==> src/rtu_consts.svh <==
// Constants for the receiver training policy and unplug detection block
// Functional notes
// - Equalization option 00 steps pre-emphasis request up each iteration to the maximum.
// - Equalization option 01 holds pre-emphasis request at the maximum level.
// - Equalization option 11 reads pre-emphasis per iteration from the table; 10 invalid.
// - Fixed swing level field sits at bits 9 to 8, resets to zero.
// - Swing step interval field at bits 6 to 4 sets iterations between swing steps.
// - Recovery option 00 steps swing request up every iteration.
// - Recovery option 01 steps swing every four or every step-interval iterations.
// - Recovery option 10 holds swing at the fixed level; 11 invalid.
// - Minimum swing field at bits 1 to 0, encoded like lane drive setting.
// - Bit 30 of lock control disables the training timeout.
// - Twenty-bit lock timeout counter on bus clock, default 0x1388.
// - Thirty-two-bit idle limit register defaults to 0x1312d00.
// - Unplug interrupt raised when no blanking start arrives within idle limit.
// - Unplug counter free runs, reloads on blanking start or on timeout.
// - Training forced to fail until lane swing setting meets the minimum.
// - Pre-emphasis table holds five two-bit levels, bits 14 to 23.
`ifndef RTU_CONSTS_SVH
`define RTU_CONSTS_SVH
`define RTU_OFF_POLICY      12'h214
`define RTU_OFF_LOCK        12'h21c
`define RTU_OFF_IDLE        12'h220
`define RTU_IDLE_RST        32'h01312d00
`define RTU_LOCK_RST        20'h01388
`define RTU_POLICY_RST      32'h00000000
`define RTU_LOCK_DIS_BIT    30
`define RTU_LOCK_MSB        19
`define RTU_TBL_LSB         14
`define RTU_MAXPE_LSB       12
`define RTU_EQOPT_LSB       10
`define RTU_FIXSW_LSB       8
`define RTU_STEP_LSB        4
`define RTU_CROPT_LSB       2
`define RTU_MINSW_LSB       0
`define RTU_TBL_ENTRIES     5
`define RTU_DEF_STEP        3'h4
`define RTU_LVL_MAX         2'h3
`endif

==> src/rtu_pkg.sv <==
// Types for the receiver training policy and unplug detection block
package rtu_pkg;
    typedef enum logic [1:0] {
        RTU_EQ_STEP  = 2'h0,
        RTU_EQ_HOLD  = 2'h1,
        RTU_EQ_BAD   = 2'h2,
        RTU_EQ_TABLE = 2'h3
    } rtu_eq_opt_t;
    typedef enum logic [1:0] {
        RTU_CR_STEP  = 2'h0,
        RTU_CR_SLOW  = 2'h1,
        RTU_CR_HOLD  = 2'h2,
        RTU_CR_BAD   = 2'h3
    } rtu_cr_opt_t;
    typedef enum logic [2:0] {
        RTU_ST_IDLE  = 3'h1,
        RTU_ST_TRAIN = 3'h2,
        RTU_ST_FAIL  = 3'h4
    } rtu_state_t;
endpackage : rtu_pkg

==> src/rtu_top.sv <==
// Receiver training adjust policy, lock timeout and cable unplug detection
`timescale 1ns/1ps
`include "rtu_consts.svh"
module rtu_top
    import rtu_pkg::*;
(
    // Clock and reset
    input  wire logic        CLK,
    input  wire logic        SYS_RST,
    // Register port
    input  wire logic        REG_WR,
    input  wire logic        REG_RD,
    input  wire logic [11:0] REG_ADDR,
    input  wire logic [31:0] REG_WDATA,
    output logic      [31:0] REG_RDATA,
    // Training link events
    input  wire logic        TRAIN_START,
    input  wire logic        TRAIN_ITER,
    input  wire logic        LOCK_ACQUIRED,
    input  wire logic [1:0]  LANE_SWING_SET,
    // Main link symbol pin
    input  wire logic        BLANK_START_PIN,
    // Results
    output logic [1:0]       PREEMPH_REQ,
    output logic [1:0]       SWING_REQ,
    output logic             TRAIN_FAIL,
    output logic             LOCK_TIMEOUT,
    output logic             UNPLUG_IRQ
);
    logic [31:0] policy_q;
    logic [31:0] lock_ctl_q;
    logic [31:0] idle_limit_q;
    logic [31:0] idle_cnt_q;
    logic [19:0] lock_cnt_q;
    logic [2:0]  iter_q;
    logic [2:0]  step_cnt_q;
    logic [1:0]  pe_q;
    logic [1:0]  sw_q;
    logic [2:0]  bs_sync_q;
    logic        lock_to_q;
    logic        irq_q;
    rtu_state_t  state_q;

    rtu_eq_opt_t eq_opt;
    rtu_cr_opt_t cr_opt;
    logic [1:0]  max_pe;
    logic [1:0]  fix_sw;
    logic [1:0]  min_sw;
    logic [2:0]  step_int;
    logic [2:0]  step_lim;
    logic [1:0]  tbl_pe;
    logic        bs_rise;
    logic        iter_ev;

    assign eq_opt   = rtu_eq_opt_t'(policy_q[`RTU_EQOPT_LSB +: 2]);
    assign cr_opt   = rtu_cr_opt_t'(policy_q[`RTU_CROPT_LSB +: 2]);
    assign max_pe   = policy_q[`RTU_MAXPE_LSB +: 2];
    assign fix_sw   = policy_q[`RTU_FIXSW_LSB +: 2];
    assign step_int = policy_q[`RTU_STEP_LSB +: 3];
    assign min_sw   = policy_q[`RTU_MINSW_LSB +: 2];
    // Zero interval falls back to the default step of four
    assign step_lim = (step_int == 3'h0) ? `RTU_DEF_STEP : step_int;
    // Iterations past the fifth keep the last table entry
    assign tbl_pe   = policy_q[`RTU_TBL_LSB + 2 * ((iter_q < `RTU_TBL_ENTRIES) ? iter_q : 3'h4) +: 2];
    assign iter_ev  = TRAIN_ITER && (state_q == RTU_ST_TRAIN);

    // Register writes
    always_ff @(posedge CLK or posedge SYS_RST) begin
        if (SYS_RST) begin
            policy_q     <= `RTU_POLICY_RST;
            lock_ctl_q   <= {12'h000, `RTU_LOCK_RST};
            idle_limit_q <= `RTU_IDLE_RST;
        end else if (REG_WR) begin
            case (REG_ADDR)
                `RTU_OFF_POLICY: policy_q     <= REG_WDATA;
                `RTU_OFF_LOCK:   lock_ctl_q   <= REG_WDATA;
                `RTU_OFF_IDLE:   idle_limit_q <= REG_WDATA;
                default: begin
                end
            endcase
        end
    end

    // Register reads, registered one cycle after the strobe
    always_ff @(posedge CLK or posedge SYS_RST) begin
        if (SYS_RST) begin
            REG_RDATA <= 32'h00000000;
        end else if (REG_RD) begin
            case (REG_ADDR)
                `RTU_OFF_POLICY: REG_RDATA <= policy_q;
                `RTU_OFF_LOCK:   REG_RDATA <= lock_ctl_q;
                `RTU_OFF_IDLE:   REG_RDATA <= idle_limit_q;
                default:         REG_RDATA <= 32'h00000000;
            endcase
        end
    end

    // Training state
    always_ff @(posedge CLK or posedge SYS_RST) begin
        if (SYS_RST) begin
            state_q <= RTU_ST_IDLE;
        end else begin
            case (state_q)
                RTU_ST_IDLE: begin
                    if (TRAIN_START) begin
                        state_q <= RTU_ST_TRAIN;
                    end
                end
                RTU_ST_TRAIN: begin
                    if (TRAIN_START) begin
                        state_q <= RTU_ST_TRAIN;
                    end else if (lock_to_q) begin
                        state_q <= RTU_ST_FAIL;
                    end else if (LOCK_ACQUIRED && LANE_SWING_SET >= min_sw) begin
                        state_q <= RTU_ST_IDLE;
                    end
                end
                RTU_ST_FAIL: begin
                    if (TRAIN_START) begin
                        state_q <= RTU_ST_TRAIN;
                    end
                end
                default: state_q <= RTU_ST_IDLE;
            endcase
        end
    end

    // Iteration counters
    always_ff @(posedge CLK or posedge SYS_RST) begin
        if (SYS_RST) begin
            iter_q     <= 3'h0;
            step_cnt_q <= 3'h0;
        end else if (TRAIN_START) begin
            iter_q     <= 3'h0;
            step_cnt_q <= 3'h0;
        end else if (iter_ev) begin
            if (iter_q != 3'h7) begin
                iter_q <= iter_q + 3'h1;
            end
            step_cnt_q <= (step_cnt_q + 3'h1 >= step_lim) ? 3'h0 : step_cnt_q + 3'h1;
        end
    end

    // Pre-emphasis request
    always_ff @(posedge CLK or posedge SYS_RST) begin
        if (SYS_RST) begin
            pe_q <= 2'h0;
        end else if (TRAIN_START) begin
            case (eq_opt)
                RTU_EQ_HOLD:  pe_q <= max_pe;
                RTU_EQ_TABLE: pe_q <= policy_q[`RTU_TBL_LSB +: 2];
                default:      pe_q <= 2'h0;
            endcase
        end else if (iter_ev) begin
            case (eq_opt)
                RTU_EQ_STEP:  pe_q <= (pe_q < max_pe) ? pe_q + 2'h1 : max_pe;
                RTU_EQ_HOLD:  pe_q <= max_pe;
                RTU_EQ_TABLE: pe_q <= policy_q[`RTU_TBL_LSB + 2 * ((iter_q + 3'h1 < `RTU_TBL_ENTRIES)
                                      ? iter_q + 3'h1 : 3'h4) +: 2];
                default:      pe_q <= pe_q;
            endcase
        end
    end

    // Voltage swing request; steps stop at level 3, and the minimum swing field does not bound it
    always_ff @(posedge CLK or posedge SYS_RST) begin
        if (SYS_RST) begin
            sw_q <= 2'h0;
        end else if (TRAIN_START) begin
            sw_q <= (cr_opt == RTU_CR_HOLD) ? fix_sw : 2'h0;
        end else if (iter_ev) begin
            case (cr_opt)
                RTU_CR_STEP: begin
                    if (sw_q != `RTU_LVL_MAX) sw_q <= sw_q + 2'h1;
                end
                RTU_CR_SLOW: begin
                    if (step_cnt_q + 3'h1 >= step_lim && sw_q != `RTU_LVL_MAX) begin
                        sw_q <= sw_q + 2'h1;
                    end
                end
                RTU_CR_HOLD: sw_q <= fix_sw;
                default:     sw_q <= sw_q;
            endcase
        end
    end

    // Lock timeout counter; disable bit keeps the timeout flag low when it expires
    always_ff @(posedge CLK or posedge SYS_RST) begin
        if (SYS_RST) begin
            lock_cnt_q <= 20'h00000;
            lock_to_q  <= 1'b0;
        end else if (TRAIN_START || state_q != RTU_ST_TRAIN || LOCK_ACQUIRED) begin
            lock_cnt_q <= lock_ctl_q[`RTU_LOCK_MSB:0];
            lock_to_q  <= 1'b0;
        end else if (lock_cnt_q != 20'h00000) begin
            lock_cnt_q <= lock_cnt_q - 20'h00001;
            lock_to_q  <= 1'b0;
        end else begin
            lock_to_q  <= !lock_ctl_q[`RTU_LOCK_DIS_BIT];
        end
    end

    // Blanking start pin synchroniser; stages two and three compared
    always_ff @(posedge CLK or posedge SYS_RST) begin
        if (SYS_RST) begin
            bs_sync_q <= 3'h0;
        end else begin
            bs_sync_q <= {bs_sync_q[1:0], BLANK_START_PIN};
        end
    end
    assign bs_rise = bs_sync_q[1] && !bs_sync_q[2];

    // Free running unplug counter
    always_ff @(posedge CLK or posedge SYS_RST) begin
        if (SYS_RST) begin
            idle_cnt_q <= `RTU_IDLE_RST;
            irq_q      <= 1'b0;
        end else if (bs_rise) begin
            idle_cnt_q <= idle_limit_q;
            irq_q      <= 1'b0;
        end else if (idle_cnt_q == 32'h00000000) begin
            idle_cnt_q <= idle_limit_q;
            irq_q      <= 1'b1;
        end else begin
            idle_cnt_q <= idle_cnt_q - 32'h00000001;
            irq_q      <= 1'b0;
        end
    end

    // Outputs
    always_ff @(posedge CLK or posedge SYS_RST) begin
        if (SYS_RST) begin
            TRAIN_FAIL <= 1'b0;
        end else begin
            TRAIN_FAIL <= (state_q == RTU_ST_FAIL) ||
                          (state_q == RTU_ST_TRAIN && LANE_SWING_SET < min_sw);
        end
    end
    assign PREEMPH_REQ  = pe_q;
    assign SWING_REQ    = sw_q;
    assign LOCK_TIMEOUT = lock_to_q;
    assign UNPLUG_IRQ   = irq_q;
    // tbl_pe exposed via read-back is unnecessary; kept for table index reuse
    logic unused_tbl;
    assign unused_tbl = ^tbl_pe;
endmodule : rtu_top

==> config.mk <==
export PLATFORM = sky130hd
export DESIGN_NAME = rtu_top
export DESIGN_NICKNAME = d
export VERILOG_FILES = /design/src/rtu_pkg.sv /design/src/rtu_top.sv
export VERILOG_INCLUDE_DIRS = /design/src
export SDC_FILE = /design/constraint.sdc
export NUM_CORES = 1
export LEC_CHECK = 0
export ABC_AREA = 1
export BUFFER_PORTS_ARGS = -buffer_cell sky130_fd_sc_hd__buf_4
export CAP_MARGIN = 20
export CORE_AREA = 2 2 129 131
export DETAILED_ROUTE_END_ITERATION = 7
export DIE_AREA = 0 0 131 133
export HOLD_SLACK_MARGIN = 0.03
export PLACE_DENSITY = 0.93
export SYNTH_ARGS = -nofsm -noshare
export SYNTH_HDL_FRONTEND = slang
export SYNTH_SLANG_ARGS = --single-unit
==> constraint.sdc <==
create_clock -name CLK -period 16.16 [get_ports CLK]
set_input_delay 0.808 -clock CLK [delete_from_list [all_inputs] [get_ports CLK]]
set_output_delay 0.808 -clock CLK [all_outputs]
set_load 0.01 [all_outputs]
Yosys cells after proc, flatten, opt, wreduce, memory -nomap -nowiden --
Index checks and enable logic that the tools add are counted.
Storage, ports and cells: register bits after elaboration 199, latch bits 0, memory bits (writable) 0, memory bits (read-only) 0, output and inout bits 39, word-level logic and storage cells 107, memories 0
Cells by class: $add $sub $neg 8, multiply operators 0, div/mod/pow operators 0, magnitude comparators 5, equal/unequal tests 17, shift-type cells 1, multiplexer cells 33, bitwise operators 0, reduce and logical (&&, ||, !) cells 28
Operator list (count):
- 32-bit case mux with 3 select lines | 1
- 32-bit 2-to-1 mux | 2
- 20-bit 2-to-1 mux | 2
- 12-bit by 10-bit == test with 1-bit output, second input constant | 3
- 3-bit 2-to-1 mux | 11
- 32-bit logical NOT | 1
- 32-bit by 3-bit less-than comparator with 1-bit output, second input constant | 1
- 32-bit by 7-bit indexed part select with 2-bit output | 1
- 32-bit by 1-bit subtractor with 32-bit output, second input constant | 1
- 20-bit nonzero test | 1
- 20-bit by 1-bit subtractor with 20-bit output, second input constant | 1
- 2-bit 2-to-1 mux | 8
- 2-bit case mux with 3 select lines | 2
- 2-bit AND reduction | 6
- 3-bit inequality test, second input constant | 3
- 4-bit nonzero test | 2
- 3-bit by 1-bit adder with 3-bit output, second input constant | 2
- 4-bit by 5-bit adder with 6-bit output, first input constant | 1
- 3-bit case mux with 2 select lines | 1
- 2-bit nonzero test | 3
- 1-bit logical AND | 5
- 2-bit by 1-bit adder with 2-bit output, second input constant | 2
- 3-bit by 1-bit adder with 4-bit output, second input constant | 1
- 2-bit by 1-bit == test with 1-bit output, second input constant | 2
- 20 further kinds | 29

Depth between registers and ports, before layout --
Gate-level depths: netlist of the first run.
depth after elaboration 8, gate-level depth with buffers 12, depth with buffers taken out 11

Worst setup path before layout of the first run --
Ideal clock, no wire load.
path kind in2reg, from input TRAIN_START, to register lock_cnt_q[16], library setup time 0.121 ns, arrival time 1.785 ns, data required time 16.039 ns, setup slack 14.254 ns, stages on the path 10, path through buf_2 > inv_1 > nand2_2 > nor2_2 > buf_4 > nand3_2 > nor2_4 > inv_2 > o21ai_0 > nor2_1
Between the ends: word-level cells in the longest chain between the ends 3, elaborated cells on any way between the ends 4
Ends and longest elaborated chain:
- start: declaration | line rtu_top.sv:17 | input wire logic TRAIN_START,
- 1-bit logical OR * (2 in series) | line rtu_top.sv:192 | end else if (TRAIN_START || state_q != RTU_ST_TRAIN || LOCK_ACQUIRED) begin
- 20-bit 2-to-1 mux or 2-bit nonzero test (tied branches)
- end signal: assignment | line rtu_top.sv:193 | lock_cnt_q <= lock_ctl_q[`RTU_LOCK_MSB:0];
- end signal: assignment | line rtu_top.sv:196 | lock_cnt_q <= lock_cnt_q - 20'h00001;
- end: declaration | line rtu_top.sv:34 | logic [19:0] lock_cnt_q;
Mark *: on every way between the ends. The rest lies on a longest branch, timed or not. A chain may end at the register's enable or synchronous reset.

Worst setup path in the final report of the first run --
from input REG_ADDR[1], to register lock_ctl_q[15]
Between the ends: word-level cells in the longest chain between the ends 2
Ends and longest elaborated chain:
- start: declaration | line rtu_top.sv:13 | input wire logic [11:0] REG_ADDR,
- 12-bit by 10-bit == test with 1-bit output | line rtu_top.sv:74 | case (REG_ADDR)
- 2-bit AND reduction (no line)
- end signal: assignment | line rtu_top.sv:71 | lock_ctl_q <= {12'h000, `RTU_LOCK_RST};
- end: declaration | line rtu_top.sv:31 | logic [31:0] lock_ctl_q;
No other way between the ends.

==> summary.md, run 1 <==
| Metric | Value |
|---|---|
| Status | finished clean |
| Post-cts sizing count | 0 |
| Critical path cell sequence | buf_4, nor2_1, nand3_1, nor3_4, buf_4, nand2_2, buf_12, nand2_1, o21ai_1 |
| Asr flop ratio synth | 1.00 |
| RSZ-0062 raised after global routing | no |
| Yosys Warn Count | 0 |
| Leakage | ~6 nW |
| Post-synth EDFFs | 0 |
| Reg area | approximately 0.005 mm^2 |
| IO buf count | slightly above 90 |
| Total gr overflow | 0 |
| Final Util | 0.716 |
| Clock transition at path regs | roughly 0.070 ns |
| # Post-CTS Setup Buffers | 0 |
| Pwr/cell area | about 110 mW/mm^2 |
| Period utilisation layout | 0.156 |
| Mapped Nets | between 1000 and 1500 |
| Most common library cell in the layout ignoring fill and taps | nand2_1 |
| Initial antenna violation count | 0 |
| Num rows | 47 |
| Pwr Total | roughly 0.0013 W |
| CP Buf/Inv Count | 3 |
| Setup-failing EPs final | 0 |
| Post-Place Cell Area | ~0.011 mm^2 |
| DRT Pass-1 Iters | 6 |
| Hold bufs inserted after CTS | 0 |
| Fmax | just under 400 MHz |
| Initial detailed-routing violation count | between 1000 and 1500 |
| Internal power | roughly 0.00084 W |
| Global Route Usage Sum | 0.324 |
| Switching Share | 0.333 |
| CTS tree | done |
| Share of the yosys chip area belonging to registers | 0.491 |
| Yosys top cell by area | dfrtp_1 |
| Main area contributors after synthesis | dfrtp_1 43%, nand2_1 15%, nand3_1 6.3%, dfstp_2 5.7%, o21ai_0 5.3% |
| Slew headroom | 0.360 |
| Vias per inst | a little under 6 |
| WL/cell | 16.8 um |
| Setup TNS | 0 ns |
| Worst-skew pair later-pin latency | 0.45 ns |
| DRC | 0 |
| Clock buffers created by TritonCTS | 17 |
| Primary FF master, synth | dfrtp_1 |
| Drt total wl | around 27 mm |
| NetSw | between 0.0004 and 0.0005 W |
| Clock network power share | 0.310 |
| PnR worst setup slack | about 14 ns |
| Share of the synthesized area in the top cell type | 0.434 |
| Cell area after technology mapping | between 0.01 and 0.015 mm^2 |
| Worst Path Max Fanout | 44 |
| Fillers | roughly 1100 |
| Met2 usage | 0.497 |
| Dpl hpwl | around 18 mm |
| Post-place setup slack | between 10 and 15 ns |
| Peak supply drop | ~94 uV |
| Area of the multi-input gates | 0.00451 mm^2 |
| Seq cells post-synth | ~200 |
| Worst path top cell family by delay | simple AND/OR/NAND/NOR gates |
| Distinct cell type count after synthesis | 40 |
| Chip width | about 130 um |
| WS Path Type | primary input to flop |
| Cell mode on critical path | buf_4 |
| Bufs on Longest Clock Path | 2 |
| Minimum clock period | ~2.5 ns |
| CP peak stage delay | between 0.4 and 0.5 ns |
| Share of layout cells above drive strength 1 | 0.143 |
| CP max stage cell | buf_4 |
| Critical Path RT | approximately 16 ns |
| Die ar. | roughly 0.017 mm^2 |
| Starting density of the core | 0.631 |
| Routability cong. | around 0.93 |
| Worst-margin pin slew | 0.959 ns |
| GRT busiest layer | met2 |
| I/O pins | 93 |
| Core ar. | ~0.016 mm^2 |
| ANT nets after route | 0 |
| Synthesis-to-layout area growth | 13.5% |
| Layout net count | 1457 |
| Final hold violation count | 0 |
| Most frequent cells in the layout | 412 x nand2_1, 177 x dfrtp_1, 129 x nand3_1 |
| CP Data Arrival Time | 2.84 ns |
| Clock skew | a little under 0.007 ns |
| Met1 Usage GRT | 0.448 |
| Number of global-route vias before repair | 8941 |
| Hold/Removal Path Class | flop to flop |
| Max cap viols | 0 |
| Flop pwr share | 0.449 |
| Gate Count Post-Synth | about 1300 |
| Crit end category | flop |
| DR vias | about 9500 |
| Comb pwr share | 0.242 |
| Largest net degree at the start of global routing | between 100 and 150 |
| First-pass GRT wire length | between 40 and 50 mm |
| CTS Sinks | between 150 and 200 |
| Critical Path Source Type | primary input |
| Max-slew violation count | 0 |
| Mean area per synthesized cell | between 7 and 8 um^2 |
| Finished Cell Area | around 0.012 mm^2 |
| Max H-tree Level | 4 |
| Met3 usage | 0.0683 |
| CTS root buffer | clkbuf_16 |
| Antenna diodes | 0 |
| Die Y | ~130 um |
-- cell type report --
cell class / count / area share
Sequential cell: 199 / 0.432
Multi-Input combinational cell: 953 / 0.389
Timing Repair Buffer: 102 / 0.0711
Clock buffer: 20 / 0.0386
Inverter: 115 / 0.0381
Tap cell: 220 / 0.0238
Clock inverter: 12 / 0.00702
-- worst paths after layout --
path,from,to,slack [ns],depth (start not counted)
max,REG_ADDR[1],lock_ctl_q[15],13.64,9
min,bs_sync_q[0],bs_sync_q[1],0.36,0
max reg2reg,iter_q[0],PREEMPH_REQ[0],13.91,11
min reg2reg,bs_sync_q[0],bs_sync_q[1],0.36,0
max in group asynchronous,SYS_RST,step_cnt_q[2],14.10,3
min in group asynchronous,SYS_RST,REG_RDATA[28],0.50,2
-- synthesized netlist by cell type (4+ instances only) --
master	instances
xor2_1	17
o21ai_1	34
buf_2	18
dfrtp_1	177
nor3_1	9
xnor2_1	15
inv_2	6
nand3_2	5
nand2_1	412
nor4_1	4
nand3_1	129
buf_6	4
a21oi_1	31
dfstp_2	22
ha_1	15
clkbuf_1	24
nor2_1	119
nand3b_1	4
o21ai_0	109
nand2_2	4
nand4_1	10
nor2_2	15
inv_1	108
-- through the flow --
step,hold slack (ns),instances
finish,0.358,1621
global placement,0.339,1585
floorplan,0.331,1319
detailed placement,0.336,1585
global route,0.361,1621
CTS,0.361,1617
-- power groups by stage --
stage | combinational, W | sequential, W | clock, W
finish | 0.000305 | 0.000565 | 0.000390
global route | 0.000342 | 0.000570 | 0.000408
CTS | 0.000300 | 0.000564 | 0.000390
detailed placement | 0.000294 | 0.000573 | 0
global placement | 0.000282 | 0.000570 | 0
floorplan | 0.000225 | 0.000566 | 0
-- flip-flops by register name, summed over array words and instances (netlist names), 20 cells and up --
| name | count |
|---|---|
| REG_RDATA | 32 |
| idle_limit_q | 32 |
| lock_ctl_q | 32 |
| policy_q | 32 |
| lock_cnt_q | 20 |
| idle_cnt_q | 32 |
-- logic make-up (layout without fill, tap and decap cells) --
group / count (synthesis) / after routing / share of synthesized area
adder cells (fa/ha/maj): 15 / 15 / 0.0184
AND/OR/NAND/NOR: 724 / 724 / 0.304
XOR/XNOR: 32 / 32 / 0.0275
buffers and inverters: 167 / 249 / 0.0679
AO/OA/AOI/OAI: 182 / 182 / 0.0911
flip-flops: 199 / 199 / 0.491
-- metal layers --
metal / vias to the layer above / routed length [um]
met5: - / 0
met4: 0 / 913
met3: 91 / 2510
met2: 549 / 12800
met1: 4453 / 11000
li1: 4371 / -
Note: power is estimated with default switching activity, not from simulation.
==> run 2, diff against run 1 <==
CORE_AREA = 2 2 134 136   (was 2 2 129 131)
DIE_AREA = 0 0 136 138   (was 0 0 131 133)
PLACE_DENSITY = 0.87   (was 0.93)
clock period = 2.6 ns   (was 16.16 ns; I/O delays follow)
==> summary.md, run 2 (synthesis gave the netlist of run 1 again) <==
| Metric | Value |
|---|---|
| CTS root buffer | clkbuf_16 |
| Critical Path RT | between 2 and 3 ns |
| Cell mode on critical path | nand3_1 |
| Pwr/cell area | approximately 670 mW/mm^2 |
| Critical Path Source Type | flop |
| CTS tree | done |
| Global Route Usage Sum | 0.308 |
| Hold path start | REG_RD |
| Share of layout cells above drive strength 1 | 0.143 |
| RSZ-0062 raised after global routing | no |
| CTS Sinks | roughly 200 |
| Chip width | between 100 and 150 um |
| Hold/Removal Path Class | primary input to flop |
| ANT nets after route | 0 |
| Num rows | just under 50 |
| CP max stage cell | dfrtp_1 |
| Crit path capture | PREEMPH_REQ[1] |
| Peak supply drop | ~520 uV |
| Leakage | about 6.1 nW |
| Most frequent cells in the layout | 412 x nand2_1, 177 x dfrtp_1, 129 x nand3_1 |
| Clock skew | approximately 0.012 ns |
| Period utilisation layout | 0.845 |
| Most common library cell in the layout ignoring fill and taps | nand2_1 |
| Drt total wl | approximately 28 mm |
| Dpl hpwl | 18.4 mm |
| I/O pins | 93 |
| Vias per inst | roughly 5.7 |
| Crit end category | flop |
| Layout net count | 1500 |
| Number of cells on the worst reg-to-reg path | 10 |
| Initial detailed-routing violation count | between 1000 and 1500 |
| Met3 usage | 0.0528 |
| Worst-skew pair later-pin latency | about 0.45 ns |
| Met2 usage | 0.472 |
| Clock buffers created by TritonCTS | 17 |
| Post-place setup slack | a little under 0.5 ns |
| Die Y | 138 um |
| Number of global-route vias before repair | between 9000 and 10000 |
| Core ar. | ~0.018 mm^2 |
| Final hold violation count | 0 |
| Max cap viols | 0 |
| Clock network power share | 0.329 |
| Setup-failing EPs final | 0 |
| Largest net degree at the start of global routing | 117 |
| Status | finished clean |
| CP peak stage delay | 0.45 ns |
| Finished Cell Area | between 0.01 and 0.015 mm^2 |
| Synthesis-to-layout area growth | 18.1% |
| WL/cell | 16.5 um |
| Reg-to-reg slack, setup | 0.40 ns |
| Slew headroom | 0.577 |
| IO buf count | between 90 and 100 |
| Bufs on Longest Clock Path | 2 |
| WS Path Type | flop to flop |
| First-pass GRT wire length | roughly 46 mm |
| Comb pwr share | 0.238 |
| DRT Pass-1 Iters | 6 |
| Reg2reg end | PREEMPH_REQ[1] |
| Max-slew violation count | 0 |
| Routability cong. | around 0.98 |
| Post-cts sizing count | 0 |
| Fmax | between 400 and 500 MHz |
| Switching Share | 0.321 |
| # Post-CTS Setup Buffers | 0 |
| Clock transition at path regs | ~0.08 ns |
| Worst-margin pin slew | about 0.63 ns |
| Internal power | between 0.005 and 0.006 W |
| Total gr overflow | 0 |
| Critical R2R Launch | iter_q[0] |
| Starting density of the core | 0.582 |
| Crit. Startpoint | iter_q[0] |
| Met1 Usage GRT | 0.431 |
| Die ar. | approximately 0.019 mm^2 |
| DR vias | 9504 |
| Max H-tree Level | 4 |
| GRT busiest layer | met2 |
| Critical path cell sequence | ha_1, ha_1, inv_1, o21bai_1, nand2_1, nand3_1, nand3_1, nand3_1, nand2_1, a21oi_1 |
| Minimum clock period | 2.20 ns |
| Worst Path Max Fanout | 8 |
| PnR worst setup slack | 0.403 ns |
| DRC | 0 |
| Post-Place Cell Area | 0.0111 mm^2 |
| Antenna diodes | 0 |
| NetSw | roughly 0.0026 W |
| Initial antenna violation count | 0 |
| Fillers | 1368 |
| CP Data Arrival Time | approximately 2.6 ns |
| Hold bufs inserted after CTS | 36 |
| Flop pwr share | 0.433 |
run 2: cell count changes in the layout (fill, tap and decap cells not counted):
cell	previous run	this run
dlygate4sd3_1	0	36
buf_4	98	105
clkinv_2	5	1
bufinv_16	0	2
buf_12	3	4
buf_16	1	0
clkbuf_1	2	3
clkbuf_8	1	2
clkinv_4	3	2
clkinvlp_4	4	5
inv_6	0	1
inv_8	1	0
run 2: per-layer routing:
metal / vias to the layer above / wire, um
li1: 4448 / -
met1: 4524 / 11400
met2: 452 / 12900
met3: 80 / 2200
met4: 0 / 1040
met5: - / 0
run 2: area by class of cell:
class | instances | area [um^2] | share of cell area
well taps | 229 | 287 | 0.0238
multi-input cells | 953 | 4510 | 0.374
inverters | 115 | 438 | 0.0363
repair buffers | 145 | 1230 | 0.102
clock inverters | 10 | 121 | 0.0101
clock buffers | 22 | 464 | 0.0385
flip-flops and latches | 199 | 5010 | 0.415
run 2: worst max-delay path, delay by kind of cell, from the launching register on:
kind,cells,cell delay (ns)
AO/OA/AOI/OAI,2,0.59
adder cells (fa/ha/maj),2,0.58
buffers and inverters,1,0.07
flip-flops,1,0.45
AND/OR/NAND/NOR,5,0.45
run 2: power groups by stage:
stage                     combinational, W  clock (W)  sequential, W
after detailed placement           0.00182          0        0.00356
after global placement             0.00176          0        0.00355
after floorplan                    0.00140          0        0.00352
after global routing               0.00218    0.00277        0.00354
final                              0.00193    0.00266        0.00351
after CTS                          0.00190    0.00266        0.00351
run 2: through the flow:
| stage | power [W] | hold slack [ns] | utilization | setup TNS, ns | cells |
|---|---|---|---|---|---|
| global route | 0.00849 | 0.141 | 0.687 | 0 | 1673 |
| global placement | 0.00531 | 0.241 | 0.632 | 0 | 1604 |
| floorplan | 0.00492 | 0.161 | - | -15.29 | 1319 |
| detailed placement | 0.00538 | 0.241 | 0.633 | 0 | 1605 |
| CTS | 0.00806 | 0.103 | 0.687 | 0 | 1673 |
| finish | 0.00810 | 0.111 | 0.687 | 0 | 1673 |
run 2: how the worst min path moves through the flow:
stage / end / depth (start not counted) / slack (ns)
3_3_place_gp: bs_sync_q[0] / 1 / 0.24
3_5_place_dp: bs_sync_q[0] / 1 / 0.24
5_1_grt: lock_cnt_q[4] / 5 / 0.14
4_1_cts: REG_RDATA[24] / 3 / 0.10
6_report: REG_RDATA[24] / 3 / 0.11
2_1_floorplan: bs_sync_q[0] / 0 / 0.16
==> run 3, diff against run 2 <==
CORE_AREA = 2 2 141 143   (was 2 2 134 136)
DIE_AREA = 0 0 143 145   (was 0 0 136 138)
PLACE_DENSITY = 0.83   (was 0.87)
clock period = 1.97 ns   (was 2.6 ns; I/O delays follow)
==> summary.md, run 3 (synthesis gave the netlist of run 1 again) <==
| Metric | Value |
|---|---|
| Clock transition at path regs | about 0.08 ns |
| First-pass GRT wire length | roughly 45 mm |
| Global Route Usage Sum | 0.273 |
| Final hold slack | approximately 0.044 ns |
| Worst path top cell family by delay | adder cells |
| CP max stage cell | dfrtp_1 |
| Initial detailed-routing violation count | approximately 1100 |
| Clock buffers created by TritonCTS | 17 |
| Critical R2R Launch | step_cnt_q[1] |
| Post-Place Cell Area | roughly 0.011 mm^2 |
| WL/cell | around 16 um |
| Max-slew violation count | 0 |
| Number of cells on the worst reg-to-reg path | 10 |
| Critical Path RT | ~2.3 ns |
| IO buf count | slightly above 90 |
| Hold path cells | 4 |
| Reg-to-reg slack, setup | 0.07 ns |
| Core ar. | between 0.015 and 0.02 mm^2 |
| Share of layout cells above drive strength 1 | 0.166 |
| CP Data Arrival Time | approximately 2.2 ns |
| Worst-margin pin slew | ~0.62 ns |
| Dpl hpwl | about 19 mm |
| Period utilisation layout | 0.964 |
| Fillers | between 1500 and 2000 |
| Num rows | 51 |
| Final hold violation count | 0 |
| DRC | 0 |
| Routability cong. | slightly above 0.9 |
| Total gr overflow | 0 |
| Hold path start | TRAIN_START |
| Max H-tree Level | 4 |
| Leakage | around 6.2 nW |
| Max cap viols | 0 |
| CP peak stage delay | between 0.3 and 0.4 ns |
| Setup-failing EPs final | 0 |
| Vias per inst | 5.45 |
| Drt total wl | roughly 27 mm |
| Clock skew | around 0.0073 ns |
| WS Path Type | flop to flop |
| Worst Path Max Fanout | 4 |
| Peak supply drop | between 600 and 700 uV |
| DRT Pass-1 Iters | 6 |
| Largest net degree at the start of global routing | roughly 60 |
| CTS tree | done |
| CP Buf/Inv Count | 1 |
| I/O pins | 93 |
| Most frequent cells in the layout | 412 x nand2_1, 177 x dfrtp_1, 128 x nand3_1 |
| Antenna diodes | 0 |
| Status | finished clean |
| Layout net count | ~1500 |
| Hold/Removal Path Class | primary input to flop |
| Worst-skew pair later-pin latency | 0.44 ns |
| Critical Path Source Type | flop |
| Synthesis-to-layout area growth | 21.4% |
| Die ar. | ~0.021 mm^2 |
| Slew headroom | 0.587 |
| Minimum clock period | between 1.5 and 2 ns |
| Pwr/cell area | 876 mW/mm^2 |
| Reg2reg end | SWING_REQ[1] |
| Die Y | 145 um |
| Cell mode on critical path | nand2_1 |
| CTS root buffer | clkbuf_16 |
| Number of global-route vias before repair | between 8000 and 9000 |
| Finished Cell Area | ~0.012 mm^2 |
| Fmax | approximately 530 MHz |
| RSZ-0062 raised after global routing | yes |
| Starting density of the core | 0.531 |
| Bufs on Longest Clock Path | 2 |
| DR vias | 9441 |
| Crit end category | flop |
| ANT nets after route | 0 |
| Initial antenna violation count | 0 |
| Most common library cell in the layout ignoring fill and taps | nand2_1 |
| CTS Sinks | roughly 200 |
| Hold Path Sink | PREEMPH_REQ[0] |
| Chip width | between 100 and 150 um |
| Critical path cell sequence | ha_2, xor2_2, ha_1, nand2_1, o211ai_1, inv_1, o21ai_2, nand3_2, nand2_1, o21ai_1 |
run 3: timing repair:
item,CTS,global route
gates resized for setup,0,14
cloned,0,0
hold endpoints to repair,109,0
hold buffers,36,0
endpoints found under the setup margin,2,6
pin swaps,1,11
setup buffers,1,3
run 3: worst max-delay path by stage:
stage	endpoint	from	slack [ns]	cells past startpoint
detailed placement	SWING_REQ[1]	step_cnt_q[0]	-0.01	10
global route	SWING_REQ[1]	step_cnt_q[0]	-0.06	10
floorplan	LOCK_TIMEOUT	SYS_RST	-0.68	1
finish	SWING_REQ[1]	step_cnt_q[1]	0.07	10
global placement	SWING_REQ[1]	step_cnt_q[0]	0.07	10
CTS	SWING_REQ[1]	step_cnt_q[0]	0.03	10
run 3: metal layers:
metal	GRT usage	vias up	share of wire
li1	-	4497	-
met1	0.376	4454	0.42
met2	0.425	421	0.47
met3	0.0485	69	0.076
met4	0.114	0	0.036
met5	0	-	0
run 3: per-stage QoR:
| stage | util | worst slack (ns) | total power (W) | instances | setup TNS [ns] |
|---|---|---|---|---|---|
| 5_1_grt | 0.645 | -0.0582 | 0.0114 | 1732 | -0.114 |
| 3_5_place_dp | 0.591 | -0.0133 | 0.00719 | 1660 | -0.0133 |
| 6_report | 0.645 | 0.0702 | 0.0108 | 1732 | 0 |
| 4_1_cts | 0.641 | 0.0308 | 0.0108 | 1729 | 0 |
| 2_1_floorplan | - | -0.685 | 0.00649 | 1319 | -122.01 |
| 3_3_place_gp | 0.591 | 0.0687 | 0.00711 | 1660 | 0 |
run 3: where the power goes:
part	switching [W]	internal, W	leakage (nW)
combinational	0.00161	0.00104	3.26
clock	0.00166	0.00190	0.292
sequential	0.000267	0.00437	2.66
total	0.00354	0.00731	6.22
run 3: worst reg2reg max path, delay by kind of cell (launching register included):
family,cells,cell delay (ns)
xor+xnor,1,0.15
compound gates,3,0.39
fa+ha+maj,2,0.51
simple gates,3,0.26
buf+inv,1,0.09
flops,1,0.38
run 3: final cells by class:
class / instances / area [um^2] / share of cell area
repair buffers: 168 / 1450 / 0.117
clock buffers: 17 / 425 / 0.0343
inverters: 115 / 438 / 0.0353
well taps: 265 / 332 / 0.0268
flip-flops and latches: 199 / 5010 / 0.404
multi-input cells: 953 / 4570 / 0.369
clock inverters: 15 / 166 / 0.0134
